===== config.mk =====
export PLATFORM = sky130hd
export DESIGN_NAME = dcbd_deserializer_flat
export DESIGN_NICKNAME = d
export VERILOG_FILES = /design/src/rtl/dcbd_pkg.sv /design/src/rtl/dcbd_link_if.sv /design/src/rtl/dcbd_deserializer.sv /design/src/flat_wrapper.sv
export SDC_FILE = /design/constraint.sdc
export NUM_CORES = 1
export LEC_CHECK = 0
export BUFFER_PORTS_ARGS = -buffer_cell sky130_fd_sc_hd__buf_2
export CORE_ASPECT_RATIO = 0.75
export CORE_UTILIZATION = 45
export CTS_CLUSTER_SIZE = 16
export DETAILED_ROUTE_END_ITERATION = 8
export PLACE_DENSITY_LB_ADDON = 0.2
export SLEW_MARGIN = 20
export SYNTH_ARGS = -nofsm -noshare
export SYNTH_HDL_FRONTEND = slang
export SYNTH_SLANG_ARGS = --single-unit

===== constraint.sdc =====
create_clock -name mclk -period 3.2 [get_ports mclk]
set_input_delay 0.96 -clock mclk [delete_from_list [all_inputs] [get_ports mclk]]
set_output_delay 0.96 -clock mclk [all_outputs]
set_load 0.05 [all_outputs]

===== src/rtl/dcbd_pkg.sv =====
// Shared constants, state codes and helpers for the balanced link ends
package dcbd_pkg;
  localparam int DCBD_LANES = 3;
  localparam int DCBD_DATA_BITS = 7;
  localparam int DCBD_WORD_W = 21;
  localparam int DCBD_CLK_MHZ = 100;
  // Word lengths per mode, idle index and balance flag positions
  localparam logic [3:0] DCBD_NBITS_DCB = 4'h9;
  localparam logic [3:0] DCBD_NBITS_NDC = 4'h7;
  localparam logic [3:0] DCBD_IDX_IDLE = 4'hf;
  localparam int DCBD_FLAG_INV_POS = 7;
  localparam int DCBD_FLAG_CMP_POS = 8;
  // Link clock high time, in bits of the word
  localparam logic [3:0] DCBD_HI_SHORT = 4'h4;
  localparam logic [3:0] DCBD_HI_LONG = 4'h5;
  localparam logic [3:0] DCBD_HI_NDC = 4'h4;
  // Serial bit timing in core clock cycles
  localparam int DCBD_BIT_CYC = 4;
  localparam int DCBD_SAMPLE_OFS = 2;
  // Lock and clock-loss timing, and FIFO depth
  localparam int DCBD_LOCK_PERIODS = 32800;
  localparam int DCBD_LOSS_TIME_NS = 1000;
  localparam int DCBD_LOSS_CYC = DCBD_LOSS_TIME_NS * DCBD_CLK_MHZ / 1000;
  localparam int DCBD_FIFO_DEPTH = 16;
  // Positions in the synchroniser vector
  localparam int DCBD_SY_CLK = 0;
  localparam int DCBD_SY_LANE0 = 1;
  localparam int DCBD_SY_MODE = 4;
  localparam int DCBD_SY_PDN = 5;
  localparam int DCBD_SY_W = 6;

  typedef enum logic [2:0] {
    DCBD_ST_PDN = 3'b001,
    DCBD_ST_LOCKING = 3'b010,
    DCBD_ST_LOCKED = 3'b100
  } dcbd_lock_e;

  // Reverse the low n bits of a serial word
  function automatic logic [8:0] dcbd_rev(input logic [8:0] x, input logic [3:0] n);
    logic [8:0] r;
    r = '0;
    for (int i = 0; i < 9; i++) begin
      if (i < int'(n)) begin
        r[int'(n) - 1 - i] = x[i];
      end
    end
    return r;
  endfunction
endpackage


===== src/rtl/dcbd_link_if.sv =====
// Link wires between the serializer end and the deserializer end
`timescale 1ns/1ps
`default_nettype none
interface dcbd_link_if;
  logic link_clock_in;
  logic [2:0] serial_lane_in;
  modport ser (output link_clock_in, output serial_lane_in);
  modport des (input link_clock_in, input serial_lane_in);
endinterface // dcbd_link_if
`default_nettype wire


===== src/rtl/dcbd_deserializer.sv =====
// Deserializer end: lane sampling, balance decode, lock and output control
// Operation
// RQ1 - Select high picks balanced, low non-balanced
// RQ2 - Non-balanced: seven data bits per lane
// RQ3 - Balanced: nine bits, seven data two flags
// RQ4 - Serializer appends two complementary inversion flags
// RQ5 - Serializer inverts by running sum sign
// RQ6 - Flagged groups are inverted back
// RQ7 - Balanced link clock alternates four/five ninths high
// RQ8 - Data lane running sum within ten
// RQ9 - Clock lane running sum within five
// RQ10 - Low-speed variant link clock frequency ranges
// RQ11 - High-speed variant link clock frequency ranges
// RQ12 - Recovered clock out, rising or falling strobe
// RQ13 - Power-down floats outputs; wake drives them low
// RQ14 - Lock by counter, outputs low meanwhile
// RQ15 - Lost or slow link clock forces outputs low
// RQ16 - Lanes map to bits 0-6, 7-13, 14-20
// RQ17 - Bit order and word phase are parameters
`timescale 1ns/1ps
`default_nettype none
module dcbd_deserializer
  import dcbd_pkg::*;
#(
  parameter int BIT_CYC = DCBD_BIT_CYC,
  parameter int SAMPLE_OFS = DCBD_SAMPLE_OFS,
  parameter bit LSB_FIRST = 1'b1,
  parameter bit FALLING_STROBE = 1'b0,
  parameter int LOCK_PERIODS = DCBD_LOCK_PERIODS,
  parameter int LOSS_CYC = DCBD_LOSS_CYC
) (
  input wire logic mclk,
  input wire logic rst_n,
  input wire logic balance_mode_select,
  input wire logic power_down_n,
  dcbd_link_if.des link,
  output logic [DCBD_WORD_W-1:0] parallel_word_out,
  output logic parallel_word_oe_n,
  output logic recovered_clock_out,
  output logic recovered_clock_oe_n,
  output logic lock_status
);
  localparam int PW = $clog2(BIT_CYC + 1);
  localparam int LW = $clog2(LOCK_PERIODS + 1);
  localparam int IW = $clog2(LOSS_CYC + 1);

  // Synchroniser stages; s1_r feeds s2_r only
  logic [DCBD_SY_W-1:0] s1_r;
  logic [DCBD_SY_W-1:0] s2_r;
  logic [DCBD_SY_W-1:0] s3_r;
  logic [DCBD_SY_W-1:0] filt_r;
  logic clk_d_r;
  logic mode_d_r;

  // Word framing
  logic [PW-1:0] ph_r;
  logic [3:0] idx_r;

  // Lock tracking
  dcbd_lock_e st_r;
  dcbd_lock_e st_nxt;
  logic [LW-1:0] lock_cnt_r;
  logic [IW-1:0] idle_cnt_r;

  wire logic [DCBD_WORD_W-1:0] word_dec;

  wire logic [DCBD_SY_W-1:0] raw_in = {power_down_n, balance_mode_select,
                                       link.serial_lane_in, link.link_clock_in};
  // A change counts only once two later stages agree
  wire logic [DCBD_SY_W-1:0] agree = s2_r ~^ s3_r;
  wire logic [DCBD_SY_W-1:0] filt_nxt = (agree & s3_r) | (~agree & filt_r);

  wire logic lclk = filt_r[DCBD_SY_CLK];
  wire logic pdn_ok = filt_r[DCBD_SY_PDN];
  wire logic dcb = filt_r[DCBD_SY_MODE]; // RQ1
  wire logic running = st_r != DCBD_ST_PDN;
  wire logic rise = running & lclk & ~clk_d_r;
  wire logic fall = running & ~lclk & clk_d_r;
  wire logic strobe = FALLING_STROBE ? fall : rise; // RQ12
  wire logic mode_chg = dcb != mode_d_r;
  wire logic clk_lost = idle_cnt_r == IW'(LOSS_CYC); // RQ15
  wire logic locked = st_r == DCBD_ST_LOCKED;
  wire logic lock_done = lock_cnt_r == LW'(LOCK_PERIODS - 1);

  // Bits per word follow the mode
  wire logic [3:0] nbits = dcb ? DCBD_NBITS_DCB : DCBD_NBITS_NDC; // RQ2 RQ3
  wire logic in_word = idx_r < nbits;
  wire logic sample = running & ~rise & in_word & (ph_r == PW'(SAMPLE_OFS));
  wire logic last = sample & (idx_r == nbits - 4'h1);
  wire logic ph_wrap = ph_r == PW'(BIT_CYC - 1);
  wire logic [3:0] idx_step = (idx_r == nbits - 4'h1) ? DCBD_IDX_IDLE : idx_r + 4'h1;
  // Sample position inside the word
  wire logic [3:0] pos = LSB_FIRST ? idx_r : nbits - 4'h1 - idx_r; // RQ17
  wire logic [8:0] pos_mask = 9'h001 << pos;

  always_ff @(posedge mclk) begin
    if (!rst_n) begin
      s1_r <= '0;
      s2_r <= '0;
      s3_r <= '0;
      filt_r <= '0;
      clk_d_r <= 1'b0;
      mode_d_r <= 1'b0;
    end else begin
      s1_r <= raw_in;
      s2_r <= s1_r;
      s3_r <= s2_r;
      filt_r <= filt_nxt;
      clk_d_r <= lclk;
      mode_d_r <= dcb;
    end
  end

  // Framing restarts at each link clock rise; idle index stops sampling
  always_ff @(posedge mclk) begin
    if (!rst_n) begin
      ph_r <= '0;
      idx_r <= DCBD_IDX_IDLE;
    end else if (!running) begin // RQ13
      ph_r <= '0;
      idx_r <= DCBD_IDX_IDLE;
    end else if (rise) begin // RQ17
      ph_r <= PW'(1);
      idx_r <= 4'h0;
    end else if (in_word) begin
      ph_r <= ph_wrap ? '0 : ph_r + 1'b1;
      idx_r <= ph_wrap ? idx_step : idx_r;
    end
  end

  for (genvar g = 0; g < DCBD_LANES; g++) begin : g_lane
    logic [8:0] acc_r;
    logic [8:0] hold_r;
    wire logic din = filt_r[DCBD_SY_LANE0 + g];
    wire logic [8:0] acc_set = din ? (acc_r | pos_mask) : (acc_r & ~pos_mask);
    // Clearing at the rise keeps stale flags out of a seven-bit word
    wire logic [8:0] acc_nxt = rise ? '0 : (sample ? acc_set : acc_r);
    // Flags must be complementary to count as inverted
    wire logic inv = dcb & hold_r[DCBD_FLAG_INV_POS] & ~hold_r[DCBD_FLAG_CMP_POS]; // RQ6
    assign word_dec[g*DCBD_DATA_BITS +: DCBD_DATA_BITS] =
      hold_r[DCBD_DATA_BITS-1:0] ^ {DCBD_DATA_BITS{inv}}; // RQ16

    always_ff @(posedge mclk) begin
      if (!rst_n) begin
        acc_r <= '0;
        hold_r <= '0;
      end else begin
        acc_r <= acc_nxt;
        hold_r <= last ? acc_nxt : hold_r;
      end
    end
  end

  // Lock state
  always_comb begin
    case (st_r)
      DCBD_ST_PDN: begin
        st_nxt = pdn_ok ? DCBD_ST_LOCKING : DCBD_ST_PDN;
      end
      DCBD_ST_LOCKING: begin
        if (!pdn_ok) begin
          st_nxt = DCBD_ST_PDN;
        end else if (rise & lock_done & ~clk_lost & ~mode_chg) begin
          st_nxt = DCBD_ST_LOCKED; // RQ14
        end else begin
          st_nxt = DCBD_ST_LOCKING;
        end
      end
      DCBD_ST_LOCKED: begin
        if (!pdn_ok) begin
          st_nxt = DCBD_ST_PDN;
        end else if (clk_lost | mode_chg) begin
          st_nxt = DCBD_ST_LOCKING; // RQ15
        end else begin
          st_nxt = DCBD_ST_LOCKED;
        end
      end
      default: begin
        st_nxt = DCBD_ST_PDN;
      end
    endcase
  end

  always_ff @(posedge mclk) begin
    if (!rst_n) begin
      st_r <= DCBD_ST_PDN;
      lock_cnt_r <= '0;
      idle_cnt_r <= '0;
    end else begin
      st_r <= st_nxt;
      // Idle counter saturates so a dead clock stays flagged
      if (rise | fall | !running) begin
        idle_cnt_r <= '0;
      end else if (!clk_lost) begin
        idle_cnt_r <= idle_cnt_r + 1'b1;
      end
      if (st_r != DCBD_ST_LOCKING || clk_lost || mode_chg) begin
        lock_cnt_r <= '0;
      end else if (rise && !lock_done) begin
        lock_cnt_r <= lock_cnt_r + 1'b1; // RQ14
      end
    end
  end

  // Outputs float in power-down and are held low until locked
  always_ff @(posedge mclk) begin
    if (!rst_n) begin
      parallel_word_out <= '0;
      parallel_word_oe_n <= 1'b1;
      recovered_clock_out <= 1'b0;
      recovered_clock_oe_n <= 1'b1;
      lock_status <= 1'b0;
    end else begin
      parallel_word_oe_n <= st_r == DCBD_ST_PDN; // RQ13
      recovered_clock_oe_n <= st_r == DCBD_ST_PDN;
      lock_status <= locked;
      recovered_clock_out <= locked & lclk; // RQ12
      if (!locked) begin
        parallel_word_out <= '0; // RQ14 RQ15
      end else if (strobe) begin
        parallel_word_out <= word_dec;
      end
    end
  end
endmodule // dcbd_deserializer
`default_nettype wire


===== src/flat_wrapper.sv =====
// flat-port wrapper written by rule: the top's interface ports become plain ports
module dcbd_deserializer_flat import dcbd_pkg::*;
#(
  parameter int BIT_CYC = DCBD_BIT_CYC,
  parameter int SAMPLE_OFS = DCBD_SAMPLE_OFS,
  parameter bit LSB_FIRST = 1'b1,
  parameter bit FALLING_STROBE = 1'b0,
  parameter int LOCK_PERIODS = DCBD_LOCK_PERIODS,
  parameter int LOSS_CYC = DCBD_LOSS_CYC
)
  (mclk, rst_n, balance_mode_select, power_down_n, parallel_word_out, parallel_word_oe_n, recovered_clock_out, recovered_clock_oe_n, lock_status, link_link_clock_in, link_serial_lane_in);
  dcbd_link_if link_i ();
  input wire logic mclk;
  input wire logic rst_n;
  input wire logic balance_mode_select;
  input wire logic power_down_n;
  output logic [DCBD_WORD_W-1:0] parallel_word_out;
  output logic parallel_word_oe_n;
  output logic recovered_clock_out;
  output logic recovered_clock_oe_n;
  output logic lock_status;
  input wire logic [$bits(link_i.link_clock_in)-1:0] link_link_clock_in;
  input wire logic [$bits(link_i.serial_lane_in)-1:0] link_serial_lane_in;
  assign link_i.link_clock_in = link_link_clock_in;
  assign link_i.serial_lane_in = link_serial_lane_in;
  dcbd_deserializer #(.BIT_CYC(BIT_CYC), .SAMPLE_OFS(SAMPLE_OFS), .LSB_FIRST(LSB_FIRST), .FALLING_STROBE(FALLING_STROBE), .LOCK_PERIODS(LOCK_PERIODS), .LOSS_CYC(LOSS_CYC)) u_core (.mclk(mclk), .rst_n(rst_n), .balance_mode_select(balance_mode_select), .power_down_n(power_down_n), .link(link_i), .parallel_word_out(parallel_word_out), .parallel_word_oe_n(parallel_word_oe_n), .recovered_clock_out(recovered_clock_out), .recovered_clock_oe_n(recovered_clock_oe_n), .lock_status(lock_status));
endmodule

# Yosys cells after proc, flatten, opt, wreduce, memory -nomap -nowiden
# Index checks and enable logic that the tools add are counted.
op_classes:
  bitwise_logic: 46
  n_eq_ne: 11
  muxes: 23
  shift: 1
  reduce_logical: 13
  addsub: 5
  order_cmp: 1
op_table:
  columns: ["op", "n"]
  rows:
  - ["9-bit 2-to-1 mux", 9]
  - ["9-bit bitwise AND", 3]
  - ["9-bit bitwise OR", 3]
  - ["7-bit XOR", 3]
  - ["4-bit 2-to-1 mux", 5]
  - ["1-bit bitwise AND", 18]
  - ["16-bit by 1-bit adder with 16-bit output (second input constant)", 1]
  - ["16-bit == test (second input constant)", 1]
  - ["3-bit 2-to-1 mux", 5]
  - ["6-bit bitwise AND", 2]
  - ["1-bit NOT", 10]
  - ["3-bit by 2-bit == test with 1-bit output (second input constant)", 3]
  - ["9-bit NOT", 1]
  - ["3-bit case mux with 3 select lines", 1]
  - ["1-bit by 4-bit left shift with 9-bit output (first input constant)", 1]
  - ["7-bit by 1-bit adder with 7-bit output (second input constant)", 1]
  - ["7-bit == test (second input constant)", 1]
  - ["6-bit NOT", 1]
  - ["6-bit bitwise OR", 1]
  - ["2-bit AND reduction", 3]
  - ["6-bit bitwise XNOR", 1]
  - ["4-bit by 1-bit adder with 4-bit output (second input constant)", 1]
  - ["4-bit == test", 1]
  - ["4-bit less-than comparator", 1]
  - ["16 further kinds", 23]
word_totals:
  in_bits: 8
  reg_bits: 137

# Depth between registers and ports, before layout
logic_depth:
  word_depth: 9
  depth_mapped: 10
  ltp_nobuf: 7

# Least setup slack after synthesis
# No wires, ideal clock.
synth_timing:
  path_kind: "flip-flop to flip-flop"
  startpoint: "reg (tool-made name)"
  endpoint: "reg u_core.g_lane[0].hold_r[4]"
  period_less_slack_ns: 2.442
  slack_ns: 0.758
  required_ns: 3.083
  arrival_time_ns: 2.325
  path_stages_with_launch: 10
  path_cell_list: "dfxtp_1 > clkbuf_1 > inv_1 > ha_1 > a21oi_2 > nand3_1 > or4_1 > buf_2 > mux2i_1 > a22o_2"
synth_lines:
  columns: ["element", "line_no", "text"]
  rows:
  - ["end signal, assigned", "dcbd_deserializer.sv:149", "hold_r <= last ? acc_nxt : hold_r;"]
  - ["end, declared", "dcbd_deserializer.sv:133", "logic [8:0] hold_r;"]

==> metrics.csv <==
metric,value,unit
status,completed,
synthCells,585,
ir_drop,0.000374,V
arrival,3.19,ns
reg2reg_depth,7,
areaGrowthSynthToFinish,14.4,%
htreeDepth,4,
antenna_found_initial,0,
finish.net_count,629,
detailed_place_hpwl,7.40,mm
path_clk_slew,0.06,ns
synth.distinct_cells,55,
cp.required,3.54,ns
leakage,2.44,nW
cpMaxStageDelayCell,nor4_1,
worst_pin_slew,0.953,ns
row_count,35,
die-area,13100,um^2
finalPower,3.81,mW
grt_max_degree,56,
synth_area_leaders,"dfxtp_1, xor2_1, and2_1",
drtPass1Iterations,7,
whs,0.429,ns
grt_usage,18.8,%
drive_above_1_share,18.1,%
wire_per_inst,14.5,um
cp_cell_sequence,inv_1 > ha_1 > a21oi_2 > nand3_1 > nor4_1 > mux2_2 > o21ai_0,
clockBufferDepth,2,
synth_area,5700,um^2
insertion_delay,0.41,ns
worstSetupPathType,flip-flop to flip-flop,
cts_sinks,137,
wirelength,11.4,mm
fin_worst_skew,0.00864,ns
path_delay_family,simple AND/OR/NAND/NOR gates,
worstPathMaxFanout,10,
die_y,99.5,um
yosysSeqAreaShare,48.1,%
yosysMostFrequentCell,dfxtp_1,
synthArstFlopShare,0,%
cts_buffers,17,
min_path_type,flip-flop to flip-flop,
dr.first_iter.drc_count,210,
drc,0,
ys_warn_count,0,
placed_cell_area,5900,um^2
min_period,2.86,ns
final_cells,786,
cap_violations,0,
syn_nets,607,
cts_root_buf,clkbuf_16,
hold_viol_final,0,
max_slew_margin,36.5,%
endpoint_kind,flip-flop,
cts_resized,0,
num_vias,4067,
final.setup.tns,0,ns
start_kind,flip-flop,
cts_tree,yes,
vias_per_cell,5.17,
ant_nets,0,
grt-ovfl-total,0,
postLayoutCellArea,6530,um^2
cp.depth,7,
critPathMaxStageDelay,0.79,ns
ys_top_cells_by_count,"dfxtp_1, nand2_1, nor2_1, and2_1, xor2_1",
final.setup.worst_slack,0.344,ns
dp_slack,0.321,ns
power_density,583,nW/um^2
finalSetupViolations,0,
pin_count,33,
dpl.cell_count,754,
grt_pass1_wl,19.2,mm
initial_core_util,46.4,%
final.period_utilization,89.2,%
slew_viol_final,0,
whs_path_depth,1,
coreArea,12300,um^2
port_buffers,32,
fmax,0.350,GHz
crit_buf_inv,1,
ys.flop_type,dfxtp_1,
holdBufCountCts,0,
place_congestion,0.828,
post_synth.cell_area_avg,9.75,um^2
die_w,132,um
synth_top_cell_by_area,dfxtp_1,
diodes,0,
final_core_util,53.0,%
rsz0062_at_grt,false,
nFillCells,1134,
synth_edf_count,0,
ys_ff_latch,137,
grt_pass1_vias,3867,
post_cts_buffers,0,
yosys.area.top_type_share,48.1,%
## final timing paths
kind,from,endpoint,slack [ns]
min reg2reg,u_core.s1_r[1],u_core.s2_r[1],0.43
min,u_core.s1_r[1],u_core.s2_r[1],0.43
max,flip-flop,u_core.g_lane[1].hold_r[0],0.34
max reg2reg,flip-flop,u_core.g_lane[1].hold_r[0],0.34
## logic make-up (layout without fill, tap and decap cells)
family | after synthesis | count (layout) | synth area share, %
AO/OA/AOI/OAI | 85 | 85 | 11.2
multiplexers | 27 | 27 | 4.87
flip-flops | 137 | 137 | 48.1
adder cells (fa/ha/maj) | 14 | 14 | 3.07
AND/OR/NAND/NOR | 226 | 226 | 21.0
XOR/XNOR | 45 | 45 | 6.91
buffers and inverters | 51 | 86 | 4.83
## metal layers
| metal | up-vias | part of all wire (%) | track usage, % |
|---|---|---|---|
| li1 | 2050 | - | - |
| met4 | 0 | 1.7 | 8.23 |
| met5 | - | 0 | 0 |
| met3 | 15 | 4.5 | 3.92 |
| met1 | 1911 | 50 | 25.1 |
| met2 | 91 | 44 | 29.4 |
## layout make-up
cell class                 count  area, um^2  share of cell area [%]
clock buffer                  18         429                    6.57
inverter                      16        60.1                   0.920
multi-input combinational    397        2690                    41.2
clock inverter                14         196                    3.01
tap                          166         208                    3.18
timing repair buffer          38         205                    3.14
sequential                   137        2740                    42.0
## layout by cell type, fill, tap and decap left out, types with 3 or more instances in the layout
cell | Yosys | final
dfxtp_1 | 137 | 137
nand2_1 | 52 | 52
nor2_1 | 49 | 49
and2_1 | 42 | 42
xor2_1 | 32 | 32
buf_2 | 5 | 32
a211oi_1 | 21 | 21
mux2i_1 | 21 | 21
a22o_2 | 21 | 21
nand3_1 | 17 | 17
clkbuf_16 | 0 | 17
inv_1 | 15 | 15
ha_1 | 14 | 14
o21ai_0 | 13 | 13
xnor2_1 | 13 | 13
a21oi_1 | 11 | 11
nor2b_1 | 9 | 9
nor3_1 | 9 | 9
a21boi_0 | 6 | 6
mux2_2 | 6 | 6
buf_4 | 3 | 6
nand2b_1 | 5 | 5
and3_1 | 5 | 5
nand4_1 | 5 | 5
nor4_1 | 5 | 5
nand3b_1 | 4 | 4
nor4_2 | 4 | 4
bufinv_16 | 0 | 4
o21ai_1 | 3 | 3
o31ai_1 | 3 | 3
or4_1 | 3 | 3
clkinvlp_4 | 0 | 3
clkinv_4 | 0 | 3
## registers in the layout (all words and copies together) (netlist names), named ones only
register	flops
u_core.parallel_word_oe_n	1
u_core.lock_cnt_r	16
u_core.idle_cnt_r	7
u_core.s3_r	6
u_core.s2_r	6
u_core.parallel_word_out	21
u_core.ph_r	3
u_core.g_lane.hold_r	27
u_core.clk_d_r	1
u_core.g_lane.acc_r	27
u_core.idx_r	4
u_core.st_r	3
u_core.s1_r	6
u_core.lock_status	1
u_core.recovered_clock_out	1
u_core.mode_d_r	1
## where the power goes
| part | switching [mW] | leakage (nW) | total [mW] | internal, mW |
|---|---|---|---|---|
| clock network | 0.750 | 0.297 | 2.06 | 1.31 |
| registers | 0.00344 | 1.11 | 1.72 | 1.72 |
| logic | 0.0191 | 1.04 | 0.0310 | 0.0119 |
Note: power is estimated with default switching activity, not from simulation.
